<file path="config.mk">
export PLATFORM = sky130hd
export DESIGN_NAME = rng_top
export DESIGN_NICKNAME = d
export VERILOG_FILES = /design/src/rng_bias_corrector.v /design/src/rng_top.v
export VERILOG_INCLUDE_DIRS = /design/src
export SDC_FILE = /design/constraint.sdc
export NUM_CORES = 1
export LEC_CHECK = 0
export ABC_AREA = 1
export BUFFER_PORTS_ARGS = -buffer_cell sky130_fd_sc_hd__buf_2
export CAP_MARGIN = 40
export CORE_MARGIN = 5
export CORE_UTILIZATION = 50
export DETAILED_ROUTE_END_ITERATION = 12
export PLACE_DENSITY = 0.73
export SYNTH_ARGS = -nofsm -noshare
export SYNTH_HDL_FRONTEND = slang
export SYNTH_SLANG_ARGS = --single-unit
</file>
<file path="constraint.sdc">
create_clock -name sys_clk -period 17.1 [get_ports sys_clk]
set_clock_uncertainty 0.05 [all_clocks]
set_input_delay 3.42 -clock sys_clk [delete_from_list [all_inputs] [get_ports sys_clk]]
set_output_delay 3.42 -clock sys_clk [all_outputs]
set_load 0.03 [all_outputs]
</file>
<file path="src/rng_consts.vh">
// Register offsets, field positions, reset values and timing counts for the random generator
`ifndef RNG_CONSTS_VH
`define RNG_CONSTS_VH
`define RNG_OFF_IDENT 16'h6000
`define RNG_OFF_CTRL 16'h6004
`define RNG_OFF_POLY_LO 16'h6008
`define RNG_OFF_POLY_HI 16'h600C
`define RNG_OFF_OUT_LO 16'h6010
`define RNG_OFF_OUT_HI 16'h6014
`define RNG_OFF_SEED_LO 16'h6018
`define RNG_OFF_SEED_HI 16'h601C
`define RNG_OFF_COUNT 16'h6020
`define RNG_ADDR_W 16
`define RNG_CTRL_LEN_MSB 7
`define RNG_CTRL_TRUE_EN 8
`define RNG_CTRL_PSEUDO_EN 9
`define RNG_CTRL_CONTINUOUS_SHIFT_ENABLE 10
`define RNG_CTRL_MODE 11
`define RNG_CTRL_LOAD 12
`define RNG_CTRL_IMPL_MSB 12
`define RNG_CTRL_RESET 13'h0064
`define RNG_POLY_RESET 32'hFFFF0000
`define RNG_OUT_RESET 32'hFFFFFFFF
`define RNG_BLOCK_ID 16'h5A3C
`define RNG_BLOCK_VERSION 8'h01
`define RNG_BLOCK_REVISION 8'h00
`define RNG_COUNT_W 7
`define RNG_COUNT_FULL 7'h20
`define RNG_RESP_OKAY 2'b00
`define RNG_RESP_SLVERR 2'b10
`define RNG_CLK_MHZ 50
`define RNG_TRUE_RATE_MBPS 25
`define RNG_TRUE_DIV ((`RNG_CLK_MHZ + `RNG_TRUE_RATE_MBPS - 1) / `RNG_TRUE_RATE_MBPS)
`endif

</file>
<file path="src/rng_bias_corrector.v">
// Von Neumann bias corrector for the raw ring-oscillator bit stream
`timescale 1ns/100ps
`default_nettype none
module rng_bias_corrector (
    input wire sys_clk,
    input wire rst,
    input wire enable,
    input wire sample,
    input wire raw_bit,
    output reg bit_valid,
    output reg bit_value
);
    reg have_first;
    reg first_bit;

    // Pairs of samples: 01 and 10 give one unbiased bit, 00 and 11 are dropped
    always @(posedge sys_clk or posedge rst) begin
        if (rst) begin
            have_first <= 1'b0;
            first_bit <= 1'b0;
            bit_valid <= 1'b0;
            bit_value <= 1'b0;
        end else begin
            bit_valid <= 1'b0;
            if (!enable) begin
                have_first <= 1'b0;
            end else if (sample) begin
                if (!have_first) begin
                    have_first <= 1'b1;
                    first_bit <= raw_bit;
                end else begin
                    have_first <= 1'b0;
                    if (first_bit != raw_bit) begin
                        bit_valid <= 1'b1;
                        bit_value <= first_bit;
                    end
                end
            end
        end
    end
endmodule // rng_bias_corrector
`default_nettype wire

</file>
<file path="src/rng_top.v">
// Random number generator top: AXI4-Lite registers, entropy accumulator and 64-bit LFSR
`timescale 1ns/100ps
`default_nettype none
`include "rng_consts.vh"
module rng_top (
    input wire sys_clk,
    input wire rst,
    input wire entropy_raw,
    input wire [31:0] s_axi_awaddr,
    input wire s_axi_awvalid,
    output reg s_axi_awready,
    input wire [31:0] s_axi_wdata,
    input wire [3:0] s_axi_wstrb,
    input wire s_axi_wvalid,
    output reg s_axi_wready,
    output reg [1:0] s_axi_bresp,
    output reg s_axi_bvalid,
    input wire s_axi_bready,
    input wire [31:0] s_axi_araddr,
    input wire s_axi_arvalid,
    output reg s_axi_arready,
    output reg [31:0] s_axi_rdata,
    output reg [1:0] s_axi_rresp,
    output reg s_axi_rvalid,
    input wire s_axi_rready
);
    // Divider end count, cut to the counter width on purpose
    localparam integer DIV_LAST_FULL = `RNG_TRUE_DIV - 1;
    localparam [1:0] DIV_LAST = DIV_LAST_FULL[1:0];

    reg [`RNG_CTRL_IMPL_MSB:0] ctrl;
    reg [31:0] poly_lo;
    reg [31:0] poly_hi;
    reg [63:0] lfsr;
    reg [31:0] seed_lo;
    reg [31:0] seed_hi;
    reg [`RNG_COUNT_W-1:0] count;
    reg out_taken;
    reg ent_meta;
    reg ent_sync;
    reg ent_prev;
    reg [1:0] div_cnt;
    reg aw_held;
    reg w_held;
    reg [31:0] aw_addr;
    reg [31:0] w_data;
    reg [3:0] w_strb;
    reg [63:0] next_lfsr;
    reg [31:0] rd_word;
    reg rd_ok;
    reg wr_ok;
    wire true_on;
    wire pseudo_on;
    wire sample;
    wire entropy_bit;
    wire cb_valid;
    wire cb_value;
    wire wr_fire;
    wire [31:0] ctrl_merged;

    // Merge a write word into a register honouring byte strobes
    function [31:0] merge_bytes;
        input [31:0] old;
        input [31:0] data;
        input [3:0] strb;
        integer i;
        begin
            for (i = 0; i < 4; i = i + 1) begin
                merge_bytes[i*8 +: 8] = strb[i] ? data[i*8 +: 8] : old[i*8 +: 8];
            end
        end
    endfunction

    // Register index decode from a byte address; 4'hF marks an unmapped one
    function [3:0] reg_index;
        input [31:0] addr;
        begin
            case (addr[`RNG_ADDR_W-1:0])
                `RNG_OFF_IDENT: reg_index = 4'h0;
                `RNG_OFF_CTRL: reg_index = 4'h1;
                `RNG_OFF_POLY_LO: reg_index = 4'h2;
                `RNG_OFF_POLY_HI: reg_index = 4'h3;
                `RNG_OFF_OUT_LO: reg_index = 4'h4;
                `RNG_OFF_OUT_HI: reg_index = 4'h5;
                `RNG_OFF_SEED_LO: reg_index = 4'h6;
                `RNG_OFF_SEED_HI: reg_index = 4'h7;
                `RNG_OFF_COUNT: reg_index = 4'h8;
                default: reg_index = 4'hF;
            endcase
        end
    endfunction

    assign true_on = ctrl[`RNG_CTRL_TRUE_EN];
    assign pseudo_on = ctrl[`RNG_CTRL_PSEUDO_EN];
    assign wr_fire = aw_held && w_held && !s_axi_bvalid;
    // Full-width control word after byte strobes; only the implemented bits are kept
    assign ctrl_merged = merge_bytes({19'h0, ctrl}, w_data, w_strb);

    // Entropy pin is asynchronous, so two flops before anything looks at it
    always @(posedge sys_clk or posedge rst) begin
        if (rst) begin
            ent_meta <= 1'b0;
            ent_sync <= 1'b0;
            ent_prev <= 1'b0;
            div_cnt <= 2'b00;
        end else begin
            ent_meta <= entropy_raw;
            ent_sync <= ent_meta;
            ent_prev <= ent_sync;
            if (!true_on || div_cnt == DIV_LAST) begin
                div_cnt <= 2'b00;
            end else begin
                div_cnt <= div_cnt + 2'b01;
            end
        end
    end

    // Sampling at the clock over the divider bounds the output rate
    assign sample = true_on && (div_cnt == DIV_LAST);
    // Enhanced mode folds in the synchronised value from one clock earlier to whiten slow oscillator drift
    assign entropy_bit = (true_on && ctrl[`RNG_CTRL_MODE]) ? (ent_sync ^ ent_prev) : ent_sync;

    rng_bias_corrector u_bias (
        .sys_clk(sys_clk),
        .rst(rst),
        .enable(true_on),
        .sample(sample),
        .raw_bit(entropy_bit),
        .bit_valid(cb_valid),
        .bit_value(cb_value)
    );

    // Entropy accumulator: high word fills first, counted, then bits ripple into the low word
    always @(posedge sys_clk or posedge rst) begin
        if (rst) begin
            seed_lo <= 32'h00000000;
            seed_hi <= 32'h00000000;
            count <= {`RNG_COUNT_W{1'b0}};
        end else if (cb_valid) begin
            seed_hi <= {seed_hi[30:0], cb_value};
            seed_lo <= {seed_lo[30:0], seed_hi[31]};
            // Software may leave the count above full; it must not wrap from there
            if (count < `RNG_COUNT_FULL) begin
                count <= count + 7'h01;
            end
        end else if (wr_fire && reg_index(aw_addr) == 4'h8 && w_strb[0]) begin
            count <= w_data[`RNG_COUNT_W-1:0];
        end
    end

    // LFSR step: taps are polynomial bits below the length, feedback fed in at bit 0, bits from the length up cleared
    always @* begin : lfsr_step
        integer k;
        reg fb;
        reg [63:0] poly;
        reg [7:0] len;
        fb = 1'b0;
        poly = {poly_hi, poly_lo};
        len = ctrl[`RNG_CTRL_LEN_MSB:0];
        for (k = 0; k < 64; k = k + 1) begin
            if (k < len && poly[k]) begin
                fb = fb ^ lfsr[k];
            end
        end
        next_lfsr = {lfsr[62:0], fb};
        for (k = 0; k < 64; k = k + 1) begin
            if (k >= len) begin
                next_lfsr[k] = 1'b0;
            end
        end
    end

    // Pseudo generator register: seed load wins, then stepping by mode
    always @(posedge sys_clk or posedge rst) begin
        if (rst) begin
            lfsr <= {`RNG_OUT_RESET, `RNG_OUT_RESET};
            out_taken <= 1'b0;
        end else begin
            if (ctrl[`RNG_CTRL_LOAD]) begin
                lfsr <= {seed_hi, seed_lo};
                out_taken <= 1'b0;
            end else if (wr_fire && reg_index(aw_addr) == 4'h4) begin
                // A written value is fresh, so an old read must not step it
                lfsr[31:0] <= merge_bytes(lfsr[31:0], w_data, w_strb);
                out_taken <= 1'b0;
            end else if (wr_fire && reg_index(aw_addr) == 4'h5) begin
                lfsr[63:32] <= merge_bytes(lfsr[63:32], w_data, w_strb);
                out_taken <= 1'b0;
            end else if (pseudo_on && ctrl[`RNG_CTRL_CONTINUOUS_SHIFT_ENABLE]) begin
                lfsr <= next_lfsr;
            end else if (pseudo_on && out_taken) begin
                lfsr <= next_lfsr;
                out_taken <= 1'b0;
            end
            // Reading the high word marks the value as removed
            if (s_axi_arvalid && s_axi_arready && reg_index(s_axi_araddr) == 4'h5) begin
                out_taken <= 1'b1;
            end
        end
    end

    // Control and polynomial registers; the load bit clears one cycle after it is set
    always @(posedge sys_clk or posedge rst) begin
        if (rst) begin
            ctrl <= `RNG_CTRL_RESET;
            poly_lo <= `RNG_POLY_RESET;
            poly_hi <= `RNG_POLY_RESET;
        end else begin
            if (ctrl[`RNG_CTRL_LOAD]) begin
                ctrl[`RNG_CTRL_LOAD] <= 1'b0;
            end
            if (wr_fire) begin
                case (reg_index(aw_addr))
                    4'h1: ctrl <= ctrl_merged[`RNG_CTRL_IMPL_MSB:0];
                    4'h2: poly_lo <= merge_bytes(poly_lo, w_data, w_strb);
                    4'h3: poly_hi <= merge_bytes(poly_hi, w_data, w_strb);
                    default: ;
                endcase
            end
        end
    end

    // Read mux; unimplemented bits are zero-filled
    always @* begin
        rd_ok = 1'b1;
        case (reg_index(s_axi_araddr))
            4'h0: rd_word = {`RNG_BLOCK_ID, `RNG_BLOCK_VERSION, `RNG_BLOCK_REVISION};
            4'h1: rd_word = {19'h0, ctrl};
            4'h2: rd_word = poly_lo;
            4'h3: rd_word = poly_hi;
            4'h4: rd_word = lfsr[31:0];
            4'h5: rd_word = lfsr[63:32];
            4'h6: rd_word = seed_lo;
            4'h7: rd_word = seed_hi;
            4'h8: rd_word = {25'h0, count};
            default: begin
                rd_word = 32'h00000000;
                rd_ok = 1'b0;
            end
        endcase
    end

    always @* begin
        wr_ok = (reg_index(aw_addr) != 4'hF);
    end

    // AXI4-Lite write channels: address and data latch independently, response after both
    always @(posedge sys_clk or posedge rst) begin
        if (rst) begin
            s_axi_awready <= 1'b0;
            s_axi_wready <= 1'b0;
            s_axi_bvalid <= 1'b0;
            s_axi_bresp <= `RNG_RESP_OKAY;
            aw_held <= 1'b0;
            w_held <= 1'b0;
            aw_addr <= 32'h00000000;
            w_data <= 32'h00000000;
            w_strb <= 4'h0;
        end else begin
            s_axi_awready <= !aw_held && !s_axi_awready && s_axi_awvalid;
            s_axi_wready <= !w_held && !s_axi_wready && s_axi_wvalid;
            if (s_axi_awvalid && s_axi_awready) begin
                aw_held <= 1'b1;
                aw_addr <= s_axi_awaddr;
            end
            if (s_axi_wvalid && s_axi_wready) begin
                w_held <= 1'b1;
                w_data <= s_axi_wdata;
                w_strb <= s_axi_wstrb;
            end
            if (wr_fire) begin
                s_axi_bvalid <= 1'b1;
                s_axi_bresp <= wr_ok ? `RNG_RESP_OKAY : `RNG_RESP_SLVERR;
                aw_held <= 1'b0;
                w_held <= 1'b0;
            end else if (s_axi_bvalid && s_axi_bready) begin
                s_axi_bvalid <= 1'b0;
            end
        end
    end

    // AXI4-Lite read channel: data sampled at the address handshake
    always @(posedge sys_clk or posedge rst) begin
        if (rst) begin
            s_axi_arready <= 1'b0;
            s_axi_rvalid <= 1'b0;
            s_axi_rdata <= 32'h00000000;
            s_axi_rresp <= `RNG_RESP_OKAY;
        end else begin
            s_axi_arready <= !s_axi_arready && !s_axi_rvalid && s_axi_arvalid;
            if (s_axi_arvalid && s_axi_arready) begin
                s_axi_rvalid <= 1'b1;
                s_axi_rdata <= rd_word;
                s_axi_rresp <= rd_ok ? `RNG_RESP_OKAY : `RNG_RESP_SLVERR;
            end else if (s_axi_rvalid && s_axi_rready) begin
                s_axi_rvalid <= 1'b0;
            end
        end
    end
endmodule // rng_top
`default_nettype wire

</file>
==> results of run 1 <==
[power by group]
part           switching [W]  leakage [nW]  internal [W]
clock network       0.000321         0.648      0.000529
registers          0.0000418          3.92      0.000815
logic               0.000181          3.81     0.0000530
total               0.000544          8.38       0.00140
[sequential cells by signal (all words and copies together) (netlist names), 2 cells and up]
signal,flops
lfsr,64
aw_addr,16
seed_hi,32
s_axi_rdata,32
seed_lo,32
count,7
poly_hi,32
ctrl,13
div_cnt,2
w_strb,4
w_data,32
poly_lo,32
[kinds of logic after synthesis]
logic type / count (synthesis) / share of synthesized area (%)
AND/OR/NAND/NOR: 909 / 22.58
other: 1 / 0.02205
flip-flops: 315 / 47.08
buffers and inverters: 428 / 9.822
adder cells (fa/ha/maj): 2 / 0.1471
AO/OA/AOI/OAI: 575 / 19.46
multiplexers: 1 / 0.06621
XOR/XNOR: 16 / 0.8240
[through the flow]
stage / cell area, µm² / utilization (%)
3_3_place_gp: 17870 / 53.28
5_1_grt: 19250 / 57.40
2_1_floorplan: 17010 / -
3_5_place_dp: 17930 / 53.46
6_report: 19250 / 57.40
4_1_cts: 19250 / 57.40
[worst paths after layout]
path	to	slack, ps
worst max-delay path	s_axi_rdata[12]	11530
worst min-delay path	ent_sync	310
worst max register to register	lfsr[5]	13290
worst min register to register	ent_sync	310
max in group asynchronous	seed_hi[18]	12640
min in group asynchronous	aw_addr[13]	2790
[per-layer routing]
layer | global-route usage [%] | vias to the layer above
li1 | - | 7606
met1 | 39.57 | 7781
met2 | 45.51 | 756
met3 | 5.090 | 149
met4 | 10.73 | 0
met5 | 0 | -
[Yosys cell counts, types with 3 or more instances]
master	instances
a21oi_2	7
buf_1	7
a311oi_1	7
nor2_2	7
o221ai_1	27
o22ai_1	61
a31oi_1	11
inv_2	12
nand3_1	149
o21ai_1	14
inv_1	308
a21o_1	8
o211ai_1	29
clkbuf_1	72
nand2_1	549
nor2_1	114
o21ai_0	352
nor4_1	26
buf_4	7
dfrtp_1	216
a21oi_1	35
dfstp_2	99
a2111oi_0	3
xnor2_1	6
xor2_1	10
buf_2	18
o311ai_0	6
nor3_1	26
nand2_2	7
nand4_1	19
nand3b_1	4
[critical path, cell delays in order]
cell and delay, ps:
buf_2 90, nand2_1 60, nor3_1 40, nand4_1 90
inv_1 60, buf_4 300, nand2_1 130, buf_4 360
inv_1 450, a2111oi_0 740, o21ai_0 140
[final cells by class]
cell class / instances / area share [%]
inverters: 322 / 6.319
clock inverters: 14 / 1.079
repair buffers: 139 / 4.135
flip-flops and latches: 315 / 41.62
multi-input cells: 1505 / 38.15
clock buffers: 54 / 5.779
well taps: 448 / 2.912
==> results_dict.tcl, run 1 <==
set metrics [dict create \
    outcome "complete, no violations" \
    p_total_w 0.001941 \
    peakVddDrop_mv 0.08523 \
    ctsHoldBuffers 0 \
    clock-sinks 315 \
    clk_pin_slew_ps 60 \
    rsz0062_at_grt "false" \
    die_area_um2 37800 \
    die_y_um 194.4 \
    ys_types 54 \
    ys_ff_latch 315 \
    clockBufferDepth 3 \
    ys.flop_type "dfrtp_1" \
    gr-total-overflow 0 \
    core_um2 33530 \
    layout_commonest_cell "nand2_1" \
    min_from "ent_meta" \
    reg2reg_depth 12 \
    vias_per_cell 5.825 \
    grtUsageTotal_pct 28.66 \
    cts-buffers-inserted 37 \
    final_cells 2797 \
    synth-seq-area-share_pct 47.08 \
    drt-total-wl_mm 55.52 \
    ant_nets 0 \
    cp.arrival_ps 5900 \
    port_buffers 114 \
    setup_viol 0 \
    wl_met3_mm 4.442 \
    post_cts_buffers 0 \
    maxCapViolations 0 \
    multi_input_area_um2 7343 \
    avgSynthCellArea_um2 7.568 \
    worst-slew-pin-transition_ps 931.7 \
    crit_start "s_axi_araddr[14]" \
    wl_met1_mm 23.60 \
    grt_pass1_wl_mm 87.58 \
    pre_cts_slack_ps 11070 \
    met2_length_mm 25.04 \
    register_area_um2 8010 \
    root_buffer "clkbuf_16" \
    fmax_mhz 179.4 \
    hp-class "register to register" \
    initial_utilization_pct 50.72 \
    place.gp.congestion 1.052 \
    ys_warn_count 0 \
    ctsResizeCount 0 \
    yosysTopAreaCell "dfrtp_1" \
    firstDrtPassIters 6 \
    syn_to_final_growth_pct 13.17 \
    drive_gt1_share_pct 14.69 \
    drt_iter0_drc 1688 \
    async_flop_share_pct 100.0 \
    slew_headroom_pct 37.89 \
    grt_pass1_vias 15759 \
    worstHoldPathCells 0 \
    worst_slack_ps 11530 \
    p_per_area_nw_per_um2 100.8 \
    nFillCells 3105 \
    cts_tree "done" \
    syn_area_um2 17010 \
    htree_levels 2 \
    startpoint_type "input pin" \
    final_max_slew_viol_count 0 \
    dp_cells 2729 \
    antenna_found_initial 1 \
    synthCells 2247 \
    r2r_start "aw_addr[12]" \
    hold_viol_final 0 \
    final_cell_mix "548 x nand2_1, 352 x o21ai_0, 306 x inv_1, 215 x dfrtp_1, 148 x nand3_1" \
    worst_ep_required_time_ps 17430 \
    top_layer "met4" \
    fin_nets 2430 \
    synth_top_area_share_pct 31.78 \
    synth_area_leaders "dfrtp_1 32%, dfstp_2 15%, nand2_1 12%" \
    placement_rows 67 \
    cp_max_fo 41 \
    die_x_um 194.4 \
    p_leak_nw 8.382 \
    cp-end-kind "register" \
    wire_per_inst_um 19.85 \
    post-dp-hpwl_mm 39.53 \
    drc 0 \
    finalCritPeriodShare_pct 32.59 \
    critical_path_class "input pin to register" \
    timing.hold.ws_ps 313.1 \
    insertion_delay_ps 520 \
    vias 16292 \
    io_pins 149 \
    setup_tns_ps 0 \
    antenna_cells 0 \
    grt_max_degree 100 \
    synth_edf_count 0 \
    finalCriticalPeriod_ps 5574 \
]
No activity file was read; power rests on OpenSTA's default activity.
==> run 2: changes to the inputs <==
- clock period: 17.1 -> 5.55 ns (I/O delays scaled with it)
==> results_dict.tcl, run 2 (synthesis gave the netlist of run 1 again) <==
set metrics [dict create \
    setup_viol 0 \
    gr-total-overflow 0 \
    clockBufferDepth 3 \
    grtUsageTotal_pct 28.18 \
    crit_top_cell "nand2_1" \
    reg2reg_depth 23 \
    power_frac_comb_pct 12.4 \
    nFillCells 3122 \
    largest_reg_flops 64 \
    post-dp-hpwl_mm 39.50 \
    worst-path-buf-inv 4 \
    p_per_area_nw_per_um2 296.6 \
    worstHoldPathCells 0 \
    fin_nets 2430 \
    p_sw_w 0.001605 \
    cts-buffers-inserted 36 \
    crit_start "ctrl[7]" \
    drt_iter0_drc 1763 \
    insertion_delay_ps 520 \
    worst-slew-pin-transition_ps 881.9 \
    place.gp.congestion 1.035 \
    final_max_slew_viol_count 0 \
    register_area_um2 8010 \
    path_depth 23 \
    antenna_cells 0 \
    vias 16181 \
    final_area_um2 19070 \
    r2r_start "ctrl[7]" \
    grt_pass1_wl_mm 85.99 \
    setup_tns_ps 0 \
    critical_path_class "register to register" \
    finalCriticalPeriod_ps 3608 \
    htree_levels 2 \
    startpoint_type "register" \
    hp-class "register to register" \
    die_x_um 194.4 \
    syn_to_final_growth_pct 12.11 \
    peakVddDrop_mv 0.3450 \
    worstPathCellList "nor2_4, nand2_1, inv_1, nand2_1, nand3_1, inv_1, o21ai_0, nand2_1, nand2_1, nand2_1, nand2_1, nand2_1, nand2_1, nand2_1, inv_1, nand3_1, nand2_1, inv_1, nand2_1, nand2_1, nand2_1, nand3_1, a21oi_1" \
    firstDrtPassIters 6 \
    critPathSlowestCell "nand2_1" \
    root_buffer "clkbuf_16" \
    finalCritPeriodShare_pct 65.02 \
    ant_nets 0 \
    port_buffers 114 \
    pwr-share-clk_pct 41.1 \
    outcome "complete, no violations" \
    ctsHoldBuffers 0 \
    drc 0 \
    maxCapViolations 0 \
    regMostFlops "lfsr" \
    die_y_um 194.4 \
    slew_headroom_pct 41.20 \
    die_area_um2 37800 \
    cp.arrival_ps 4000 \
    drt-total-wl_mm 54.68 \
    power_frac_seq_pct 46.5 \
    final_cell_mix "548 x nand2_1, 352 x o21ai_0, 306 x inv_1, 215 x dfrtp_1, 148 x nand3_1" \
    placed_area_um2 17920 \
    worst_ep_required_time_ps 5940 \
    cp-end-kind "register" \
    min_from "ent_meta" \
    fmax_mhz 277.1 \
    cts_tree "done" \
    wire_per_inst_um 19.58 \
    slowest_delay_ps 530 \
    grt_max_degree 157 \
    rsz0062_at_grt "false" \
    hold_viol_final 0 \
    vias_per_cell 5.793 \
    p_leak_nw 8.278 \
    layout_commonest_cell "nand2_1" \
    initial_utilization_pct 50.72 \
    crit_family "simple AND/OR/NAND/NOR gates" \
    drive_gt1_share_pct 14.37 \
    swShare_pct 28.39 \
    ctsResizeCount 0 \
    clock-sinks 315 \
    core_um2 33530 \
    placement_rows 67 \
    timing.hold.ws_ps 301.4 \
    multi_input_area_um2 7348 \
    cp_max_fo 24 \
    post_cts_buffers 0 \
    grt_pass1_vias 15400 \
    antenna_found_initial 0 \
    power.internal_w 0.004050 \
    clk_pin_slew_ps 60 \
    io_pins 149 \
]
## run 2: power by group through the flow
stage                     Sequential (W)  Combinational, W  Clock, W
after global routing             0.00265          0.000792   0.00244
after detailed placement         0.00266          0.000699         0
after global placement           0.00266          0.000682         0
final                            0.00263          0.000701   0.00232
after floorplan                  0.00266          0.000436         0
after CTS                        0.00263          0.000703   0.00235
## run 2: worst paths after layout
| check | slack [ps] | endpoint |
|---|---|---|
| setup / recovery | 1940 | lfsr[0] |
| hold / removal | 300 | ent_sync |
| setup reg to reg | 1940 | lfsr[0] |
| hold reg to reg | 300 | ent_sync |
| max in group asynchronous | 3510 | seed_hi[28] |
| min in group asynchronous | 680 | s_axi_rdata[6] |
## run 2: final cells by class
class                           count  share of cell area, %
Clock buffer                       57                  5.670
Clock inverter                      6                 0.3281
Inverter                          322                  6.359
Sequential cell                   315                  42.01
Tap cell                          448                  2.940
Timing Repair Buffer              140                  4.148
Multi-Input combinational cell   1505                  38.54
## run 2: layer usage
metal	share of wire [%]	up-vias	routed length [µm]	global-route usage, %
li1	-	7602	-	-
met1	43	7687	23340	38.92
met2	46	763	25090	45.57
met3	7.9	129	4338	4.640
met4	3.5	0	1911	9.453
met5	0	-	0	0
## run 2: worst register-to-register path, cell delays in order (launching register included)
cell and delay, ps:
dfrtp_1 420, nor2_4 470, nand2_1 540, inv_1 420, nand2_1 120, nand3_1 120, inv_1 50, o21ai_0 120
nand2_1 100, nand2_1 100, nand2_1 50, nand2_1 70, nand2_1 50, nand2_1 50, nand2_1 80, inv_1 60
nand3_1 70, nand2_1 100, inv_1 40, nand2_1 70, nand2_1 50, nand2_1 50, nand3_1 120, a21oi_1 150
## run 2: metrics by stage
stage	utilization, %	total power [W]	setup WS [ps]	instances
global placement	53.45	0.003341	1961	2730
CTS	56.86	0.005682	1991	2793
finish	56.86	0.005655	1942	2793
global route	56.86	0.005885	1592	2793
detailed placement	53.45	0.003364	1894	2730
floorplan	-	0.003099	274.0	2248
